[src/logic/lls_map.svh]
// Offsets, field positions and reset values of the lane link status bank
`ifndef LLS_MAP_SVH
`define LLS_MAP_SVH

`define LLS_NUM_LANES     3
`define LLS_IDX_LANE2     11'h4B2
`define LLS_IDX_LANE3     11'h4B3
`define LLS_IDX_LANE4     11'h4B4
`define LLS_IDX_THRESH    11'h4C0
`define LLS_IDX_CTRL      11'h4C1
`define LLS_IDX_IRQ_STAT  11'h4C2
`define LLS_IDX_IRQ_MASK  11'h4C3

`define LLS_BIT_DISP      7
`define LLS_BIT_NOTAB     6
`define LLS_BIT_UNEXP     5
`define LLS_BIT_DESKEW    4
`define LLS_BIT_LSYNC     3
`define LLS_BIT_SUM       2
`define LLS_BIT_FRAME     1
`define LLS_BIT_CODE      0

`define LLS_CTRL_SKIP     0
`define LLS_CTRL_CLR      1
`define LLS_IRQ_W         6
`define LLS_IRQ_ERR_LSB   0
`define LLS_IRQ_CODE_LSB  3

`define LLS_THR_RST       8'hFF
`define LLS_CNT_MAX       8'hFF
`define LLS_ADR_W         13
`define LLS_ADR_LSB       2

`endif

[src/logic/lls_pkg.sv]
// Types shared by the lane link status bank
`default_nettype none

package lls_pkg;
  typedef logic [7:0]  lls_byte_t;
  typedef logic [7:0]  lls_cnt_t;
  typedef logic [10:0] lls_idx_t;
  typedef logic [31:0] lls_word_t;
endpackage : lls_pkg

`default_nettype wire

[src/logic/lls_link_status.sv]
// Lane link status bank: error counters, status bytes, irq, Wishbone slave
`timescale 1ns/1ps
`default_nettype none
`include "lls_map.svh"

// Notes on behaviour
// - Bit 7 flags lane bad-disparity count at or above shared threshold.
// - Bit 6 flags lane not-in-table count at or above threshold.
// - Bit 5 flags lane unexpected control character count at or above threshold.
// - Error flags read 0 below threshold, 1 when count equals or exceeds it.
// - Bit 4 is 1 when interlane deskew achieved, 0 when failed.
// - Bit 3 is 1 while initial lane sync holds, 0 once lost.
// - Bit 2 is 1 when lane configuration checksum matches, else 0.
// - Bit 1 is 1 while frame sync holds, 0 after loss.
// - Bit 0 follows code group sync, valid whether alignment skipped or not.
// - All status flags are read-only and are 0 after reset.
// - One status byte per lane at consecutive indices, lane 2, lane 3 then lane 4.
module lls_link_status
  import lls_pkg::*;
(
  input  wire logic                  ref_clk,
  input  wire logic                  reset_n,
  input  wire logic                  wb_cyc_i,
  input  wire logic                  wb_stb_i,
  input  wire logic                  wb_we_i,
  input  wire logic [`LLS_ADR_W-1:0] wb_adr_i,
  input  wire logic [3:0]            wb_sel_i,
  input  wire logic [31:0]           wb_dat_i,
  output logic      [31:0]           wb_dat_o,
  output logic                       wb_ack_o,
  output logic                       irq_o,
  output logic                       skip_alignment_sequence,
  input  wire logic [2:0]            disparity_err_evt,
  input  wire logic [2:0]            not_in_table_err_evt,
  input  wire logic [2:0]            unexpected_char_err_evt,
  input  wire logic [2:0]            interlane_deskew_done,
  input  wire logic [2:0]            initial_lane_sync_status,
  input  wire logic [2:0]            lane_sum_match_status,
  input  wire logic [2:0]            frame_sync_status,
  input  wire logic [2:0]            code_group_sync_status
);

  localparam int NL = `LLS_NUM_LANES;
  localparam int IW = `LLS_IRQ_W;

  ////////////////////////////////////////////////////////////////////////
  // Helpers

  function automatic lls_cnt_t cnt_step(
    input lls_cnt_t c,
    input logic     ev,
    input logic     clr
  );
    lls_cnt_t n;
    n = c;
    if (clr) begin
      n = '0;
    end else if (ev && (c != `LLS_CNT_MAX)) begin
      n = lls_cnt_t'(c + 8'h01);
    end
    return n;
  endfunction : cnt_step

  function automatic lls_idx_t lane_idx(input int lane);
    return lls_idx_t'(`LLS_IDX_LANE2 + lane);
  endfunction : lane_idx

  function automatic lls_idx_t word_idx(input logic [`LLS_ADR_W-1:0] a);
    return a[`LLS_ADR_W-1:`LLS_ADR_LSB];
  endfunction : word_idx

  ////////////////////////////////////////////////////////////////////////
  // Declarations

  lls_cnt_t  disp_cnt_r [NL];
  lls_cnt_t  notab_cnt_r [NL];
  lls_cnt_t  unexp_cnt_r [NL];
  lls_byte_t status_r   [NL];
  lls_byte_t thresh_r;
  logic      skip_r;
  logic      ack_r;
  lls_word_t dat_r;
  lls_word_t rd_nxt;
  logic [IW-1:0] irq_stat_r;
  logic [IW-1:0] irq_mask_r;
  logic [IW-1:0] irq_evt;
  logic [IW-1:0] irq_clr;
  logic [NL-1:0] err_now;
  logic [NL-1:0] err_prev;
  logic [NL-1:0] code_loss;
  logic          bus_req;
  logic          wr_fire;
  logic          wr_lo;
  logic          cnt_clr;
  lls_idx_t      bus_idx;

  ////////////////////////////////////////////////////////////////////////
  // Bus decode

  assign bus_req = wb_cyc_i & wb_stb_i;
  assign bus_idx = word_idx(wb_adr_i);
  // Writes commit on the edge where the master sees ack
  assign wr_fire = bus_req & wb_we_i & ack_r;
  assign wr_lo   = wr_fire & wb_sel_i[0];
  assign cnt_clr = wr_lo & (bus_idx == `LLS_IDX_CTRL)
                 & wb_dat_i[`LLS_CTRL_CLR];

  always_ff @(posedge ref_clk or negedge reset_n) begin
    if (!reset_n) begin
      ack_r <= 1'b0;
    end else begin
      ack_r <= bus_req & ~ack_r;
    end
  end

  always_comb begin
    rd_nxt = '0;
    for (int i = 0; i < NL; i++) begin
      if (bus_idx == lane_idx(i)) begin
        rd_nxt[7:0] = status_r[i];
      end
    end
    case (bus_idx)
      `LLS_IDX_THRESH: begin
        rd_nxt[7:0] = thresh_r;
      end
      `LLS_IDX_CTRL: begin
        rd_nxt[`LLS_CTRL_SKIP] = skip_r;
      end
      `LLS_IDX_IRQ_STAT: begin
        rd_nxt[IW-1:0] = irq_stat_r;
      end
      `LLS_IDX_IRQ_MASK: begin
        rd_nxt[IW-1:0] = irq_mask_r;
      end
      default: begin
      end
    endcase
  end

  always_ff @(posedge ref_clk or negedge reset_n) begin
    if (!reset_n) begin
      dat_r <= '0;
    end else if (bus_req && !ack_r && !wb_we_i) begin
      dat_r <= rd_nxt;
    end
  end

  assign wb_ack_o = ack_r;
  assign wb_dat_o = dat_r;

  ////////////////////////////////////////////////////////////////////////
  // Control registers

  always_ff @(posedge ref_clk or negedge reset_n) begin
    if (!reset_n) begin
      thresh_r <= `LLS_THR_RST;
    end else if (wr_lo && (bus_idx == `LLS_IDX_THRESH)) begin
      thresh_r <= wb_dat_i[7:0];
    end
  end

  // Status bytes are read-only: no write path reaches them
  always_ff @(posedge ref_clk or negedge reset_n) begin
    if (!reset_n) begin
      skip_r <= 1'b0;
    end else if (wr_lo && (bus_idx == `LLS_IDX_CTRL)) begin
      skip_r <= wb_dat_i[`LLS_CTRL_SKIP];
    end
  end

  // Receiver is told to skip alignment; software must then ignore bits 4..1
  assign skip_alignment_sequence = skip_r;

  ////////////////////////////////////////////////////////////////////////
  // Per-lane error counters, saturating

  always_ff @(posedge ref_clk or negedge reset_n) begin
    if (!reset_n) begin
      for (int i = 0; i < NL; i++) begin
        disp_cnt_r[i]  <= '0;
        notab_cnt_r[i] <= '0;
        unexp_cnt_r[i] <= '0;
      end
    end else begin
      for (int i = 0; i < NL; i++) begin
        disp_cnt_r[i]  <= cnt_step(disp_cnt_r[i], disparity_err_evt[i], cnt_clr);
        notab_cnt_r[i] <= cnt_step(notab_cnt_r[i], not_in_table_err_evt[i], cnt_clr);
        unexp_cnt_r[i] <= cnt_step(unexp_cnt_r[i], unexpected_char_err_evt[i], cnt_clr);
      end
    end
  end

  ////////////////////////////////////////////////////////////////////////
  // Status bytes

  always_ff @(posedge ref_clk or negedge reset_n) begin
    if (!reset_n) begin
      for (int i = 0; i < NL; i++) begin
        status_r[i] <= '0;
      end
    end else begin
      for (int i = 0; i < NL; i++) begin
        status_r[i][`LLS_BIT_DISP]   <= disp_cnt_r[i] >= thresh_r;
        status_r[i][`LLS_BIT_NOTAB]  <= notab_cnt_r[i] >= thresh_r;
        status_r[i][`LLS_BIT_UNEXP]  <= unexp_cnt_r[i] >= thresh_r;
        status_r[i][`LLS_BIT_DESKEW] <= interlane_deskew_done[i];
        status_r[i][`LLS_BIT_LSYNC]  <= initial_lane_sync_status[i];
        status_r[i][`LLS_BIT_SUM]    <= lane_sum_match_status[i];
        status_r[i][`LLS_BIT_FRAME]  <= frame_sync_status[i];
        status_r[i][`LLS_BIT_CODE]   <= code_group_sync_status[i];
      end
    end
  end

  ////////////////////////////////////////////////////////////////////////
  // Interrupts

  always_comb begin
    for (int i = 0; i < NL; i++) begin
      err_now[i]   = (disp_cnt_r[i] >= thresh_r) | (notab_cnt_r[i] >= thresh_r)
                   | (unexp_cnt_r[i] >= thresh_r);
      err_prev[i]  = |status_r[i][`LLS_BIT_DISP:`LLS_BIT_UNEXP];
      code_loss[i] = status_r[i][`LLS_BIT_CODE] & ~code_group_sync_status[i];
    end
  end

  always_comb begin
    irq_evt = '0;
    irq_evt[`LLS_IRQ_ERR_LSB +: NL] = err_now & ~err_prev;
    irq_evt[`LLS_IRQ_CODE_LSB +: NL] = code_loss;
    irq_clr = '0;
    if (wr_lo && (bus_idx == `LLS_IDX_IRQ_STAT)) begin
      irq_clr = wb_dat_i[IW-1:0];
    end
  end

  // A new event wins over a clear in the same cycle
  always_ff @(posedge ref_clk or negedge reset_n) begin
    if (!reset_n) begin
      irq_stat_r <= '0;
    end else begin
      irq_stat_r <= (irq_stat_r & ~irq_clr) | irq_evt;
    end
  end

  always_ff @(posedge ref_clk or negedge reset_n) begin
    if (!reset_n) begin
      irq_mask_r <= '0;
    end else if (wr_lo && (bus_idx == `LLS_IDX_IRQ_MASK)) begin
      irq_mask_r <= wb_dat_i[IW-1:0];
    end
  end

  assign irq_o = |(irq_stat_r & irq_mask_r);

  for (genvar g = 0; g < NL; g++) begin : g_chk

  end

  // Sticky status: an event always lands, a clear only without one
  for (genvar b = 0; b < IW; b++) begin : g_irq

  end
endmodule : lls_link_status

`default_nettype wire

[config.mk]
export PLATFORM = sky130hd
export DESIGN_NAME = lls_link_status
export DESIGN_NICKNAME = d
export VERILOG_FILES = /design/src/logic/lls_pkg.sv /design/src/logic/lls_link_status.sv
export VERILOG_INCLUDE_DIRS = /design/src /design/src/logic
export SDC_FILE = /design/constraint.sdc
export NUM_CORES = 1
export LEC_CHECK = 0
export BUFFER_PORTS_ARGS = -buffer_cell sky130_fd_sc_hd__buf_2
export CORE_MARGIN = 2
export CORE_UTILIZATION = 62
export CTS_CLUSTER_SIZE = 28
export DETAILED_ROUTE_END_ITERATION = 8
export PLACE_DENSITY_LB_ADDON = 0.3
export SYNTH_ARGS = -nofsm -noshare
export SYNTH_HDL_FRONTEND = slang
export SYNTH_SLANG_ARGS = --single-unit
[constraint.sdc]
create_clock -name ref_clk -period 3.6 [get_ports ref_clk]
set_input_delay 0.72 -clock ref_clk [delete_from_list [all_inputs] [get_ports ref_clk]]
set_output_delay 0.72 -clock ref_clk [all_outputs]
set_load 0.01 [all_outputs]
# --- Word level (Yosys, flattened, before mapping) ---
# Cells that the tools add are included.
op_classes:
  add_sub_neg: 9
  multipliers: 0
  div_mod_pow: 0
  order_cmp: 9
  eq_ne: 16
  n_shift: 0
  n_mux: 25
  bitwise: 26
  reduce_logical: 30
op_table:
  columns: ["cell", "count"]
  rows:
  - ["$mux 8", 21]
  - ["$eq 11x11->1 const B", 7]
  - ["$add 8x1->8 const B", 9]
  - ["$ge 8x8->1", 9]
  - ["$ne 8x8->1 const B", 9]
  - ["$reduce_bool 2->1", 9]
  - ["$logic_and 1x1->1", 15]
  - ["$pmux 5 s3", 1]
  - ["$and 6x6->6", 2]
  - ["$and 1x1->1", 10]
  - ["$reduce_or 3->1", 3]
  - ["$mux 6", 1]
  - ["$not 6->6", 1]
  - ["$or 1x1->1", 6]
  - ["$or 6x6->6", 1]
  - ["$reduce_or 6->1", 1]
  - ["$not 1->1", 4]
  - ["$pmux 1 s4", 1]
  - ["$and 3x3->3", 1]
  - ["$not 3->3", 1]
  - ["$logic_not 1->1", 2]
  - ["$mux 2", 1]
totals:
  regBits: 126
  latch_bits: 0
  ram_bits: 0
  rom_bits: 0
  in_bits: 78
  out_inout_bits: 35
  elab_cells: 133
  memories: 0

# --- Depth between registers and ports, before layout ---
depth:
  word_depth: 9
  mapped_depth: 9
  mapped_depth_nobuf: 7

# --- Worst setup path before layout ---
# OpenSTA, ideal clock, no wires.
synth_path:
  path_kind: "in2reg"
  startpoint: "in wb_adr_i[10]"
  endpoint: "reg thresh_r[0]"
  setup_ns: 0.082
  t_arrival_ns: 2.095
  required_ns: 3.518
  slack_ns: 1.422
  stages: 7
  path_buffers: 2
  path_cell_list: "and4bb_1 > buf_4 > and3_1 > buf_4 > nand2_4 > nor3_4 > mux2_2"
synth_between:
  elab_chain_len: 2
synth_rtl:
  columns: ["element", "line_no", "rtl"]
  rows:
  - ["start, declared", "lls_link_status.sv:26", "input wire logic [`LLS_ADR_W-1:0] wb_adr_i,"]
  - ["$eq 11x11->1", null, null]
  - ["$logic_and 1x1->1", "lls_link_status.sv:158", "end else if (wr_lo && (bus_idx == `LLS_IDX_THRESH)) begin"]
  - ["end signal, assigned", "lls_link_status.sv:157", "thresh_r <= `LLS_THR_RST;"]
  - ["end signal, assigned", "lls_link_status.sv:159", "thresh_r <= wb_dat_i[7:0];"]
  - ["end, declared", "lls_link_status.sv:79", "lls_byte_t thresh_r;"]
# Every way passes these cells.
# A chain may end at the register's enable or synchronous reset.

# --- Worst setup path in the final report ---
layout_path:
  startpoint: "reg thresh_r[2]"
  endpoint: "reg irq_stat_r[0]"
layout_between:
  elab_chain_len: 5
  word_cells_on_any_way: 7
  cone_classes: "order compare (3); bitwise (4)"
layout_rtl:
  columns: ["element", "line_no", "rtl"]
  rows:
  - ["$ge 8x8->1", "lls_link_status.sv:221", "err_now[i] = (disp_cnt_r[i] >= thresh_r) | (notab_cnt_r[i] >= thresh_r)"]
  - ["$or 1x1->1", "lls_link_status.sv:221", null]
  - ["$or 1x1->1 (*)", "lls_link_status.sv:222", "| (unexp_cnt_r[i] >= thresh_r);"]
  - ["$and 3x3->3 (*)", "lls_link_status.sv:230", "irq_evt[`LLS_IRQ_ERR_LSB +: NL] = err_now & ~err_prev;"]
  - ["$or 6x6->6 (*)", "lls_link_status.sv:243", "irq_stat_r <= (irq_stat_r & ~irq_clr) | irq_evt;"]
  - ["end signal, assigned", "lls_link_status.sv:243", null]
  - ["end, declared", "lls_link_status.sv:84", "logic [IW-1:0] irq_stat_r;"]
# Every way passes the cells marked *; elsewhere a longest branch is shown, timed or not.

==> results.toml <==
[detailed_routing]
vias = 5852
vias_per_cell = 5.94
wire_per_inst_um = 17.4
dr.pass1.iters = 5
ant_nets = 0
drt_iter0_markers = 527
drt-total-wl_um = 17100
drc_errors = 0

[setup_path]
worstPathCellList = "inv_1 > ha_1 > o21ai_0 > a2111oi_0 > nor4_1 > o41ai_1"
cp-end-kind = "flip-flop"
start_kind = "flip-flop"
r2r-start = "thresh_r[2]"
slowest_delay_ns = 0.72
crit_arrival_ns = 2.81
crit_start = "thresh_r[2]"
path_class = "reg -> reg"
critPathTopFamily = "compound AO/OA/AOI/OAI gates"
worst-path-buf-inv = 1
path_max_fanout = 10
critPathRequiredTime_ns = 3.91
slowest_stage = "a2111oi_0"

[floorplanning]
rows = 40
die_h_um = 114
fp.coreArea_um2 = 11900
die_w_um = 114
dieArea_um2 = 13000
start_util_pct = 63.0
pin_count = 113

[layout]
finish.utilization_pct = 71.6
nets = 984
drive_above_1_share_pct = 15.0
stdcell_area_um2 = 8530
antenna_cells = 0
syn2layout_area_growth_pct = 13.7
finalNonFillerCells = 985

[sta]
setup_viol = 0
fin_setup_tns_ns = 0
period_needed_ns = 2.51
fin_skew_ns = 0.00552
worst_pin_slew_ns = 0.751
hold_ws_ns = 0.364
slew_viol_final = 0
hold_viol = 0
maxClockFrequency_mhz = 399
relSlewSlack_pct = 48.6
rsz0062_at_grt = "false"
fin_crit_sh_pct = 69.7

[placed_design]
numPlacedInstances = 953
dp_hpwl_um = 12100
buffer_ports.inserted = 59
placed_area_um2 = 7880
gp_congestion = 0.919

[synth]
yosysUniqueCellTypes = 57
ys_warn_count = 0
syn_area_per_cell_um2 = 9.91
post_synth_instance_area_um2 = 7500
ys_seq_elements = 126
synthArstFlopShare_pct = 100
synth_edf_count = 0
postSynthCellCount = 757
synth_sequential_area_ratio_pct = 42.2
ys.flop_type = "dfrtp_1"

[cts]
cts_hold_buffers = 0
clk_pin_slew_worst_paths_ns = 0.06
clk_latency_ns = 0.42
htree_levels = 4
cts_tree = "built"
cts_root_buf = "clkbuf_16"
cts-resized-gates = 0
cts_buffers = 17
clock_sinks = 126
cts.path.max_buffers = 2
post_cts_buffers = 0

[global_routing]
grt_max_degree = 57
track_usage_pct = 28.3
grt_remaining_overflow = 0
antenna_found_initial = 0
grt_pass1_vias = 6071
grt_first_pass_wirelength_um = 29000

[pwr]
peakVddDrop_mv = 0.384
power_density_nw_per_um2 = 703
power.leakage_nw = 3.98

[hold_path]
hold_path_class = "in -> async"

[run_status]
outcome = "finished clean"

[run]
maxCapViolCount = 0
cell usage after synthesis (all sizes together), types with 14 or more instances:
master  count  area (um^2)
buf        35          241
xnor2      49          429
nand2      45          176
inv        32          120
mux2i      14          140
and3       16          100
o21ai      20          100
a21oi      26          130
nand4      20          125
nand3      22          110
dfrtp     118         2950
nor2      121          459
ha         81         1010
mux2       16          180
placed cells by master, fill, tap and decap left out, types with 13 or more instances in the layout:
cell type,n
a21oi_1,26
and3_1,16
buf_2,58
clkbuf_16,17
conb_1,24
dfrtp_1,118
ha_1,81
inv_1,32
mux2_2,16
mux2i_1,14
nand2_1,44
nand3_1,22
nand4_1,20
nor2_1,119
xnor2_1,49
xor2_1,13
worst reg2reg max path, cell delays in order (launching register included):
cell,delay (ns)
dfstp_2,0.53
inv_1,0.25
ha_1,0.40
o21ai_0,0.08
a2111oi_0,0.72
nor4_1,0.15
o41ai_1,0.28
worst paths after layout:
| kind | end | slack (ns) | depth (start not counted) |
|---|---|---|---|
| setup / recovery | irq_stat_r[0] | 1.09 | 6 |
| hold / removal | status_r[8] | 0.36 | 1 |
| setup reg to reg | irq_stat_r[0] | 1.09 | 6 |
| hold reg to reg | irq_stat_r[1] | 0.46 | 1 |
| max in group asynchronous | thresh_r[6] | 2.48 | 2 |
| min in group ref_clk | status_r[18] | 0.40 | 1 |
state kept, by name, summed over array words and instances (netlist names):
register / cells
irq_stat_r: 6
irq_mask_r: 6
wb_ack_o: 1
wb_dat_o: 8
unexp_cnt_r: 24
notab_cnt_r: 24
thresh_r: 8
disp_cnt_r: 24
skip_alignment_sequence: 1
status_r: 24
power by group:
group	switching, mW	internal (mW)
Combinational	0.922	0.858
Clock	0.627	1.27
Sequential	0.486	1.83
Total	2.04	3.96
kinds of logic (layout without fill, tap and decap cells):
logic type	Yosys count	after routing	share of synthesized area, %
multiplexers	31	31	4.57
adder cells (fa/ha/maj)	81	81	13.5
AND/OR/NAND/NOR	267	267	16.9
XOR/XNOR	62	62	7.24
other	1	24	0.0500
AO/OA/AOI/OAI	118	118	10.6
flip-flops	126	126	42.2
buffers and inverters	71	129	5.02
layer usage:
metal  share of wire [%]  up-vias  GRT usage, %
met2                  49      190          47.5
met4                 3.0        0          14.1
met1                  43     2844          34.3
li1                    -     2772             -
met5                   0        -             0
met3                 5.0       46          6.59
stage by stage:
stage / total power [mW] / setup WS [ns]
after floorplan: 3.55 / 1.42
after global placement: 3.90 / 0.978
after detailed placement: 4.07 / 0.925
after CTS: 6.00 / 1.04
after global routing: 6.40 / 0.826
final: 5.99 / 1.09
final cells by class:
cell class | instances | area (um^2)
Multi-Input combinational cell | 583 | 4060
Fill cell | 817 | 3380
Sequential cell | 126 | 3160
Clock buffer | 23 | 468
Timing Repair Buffer | 65 | 355
Tap cell | 147 | 184
Clock inverter | 9 | 183
Inverter | 32 | 120
(Power assumes the default switching activity.)
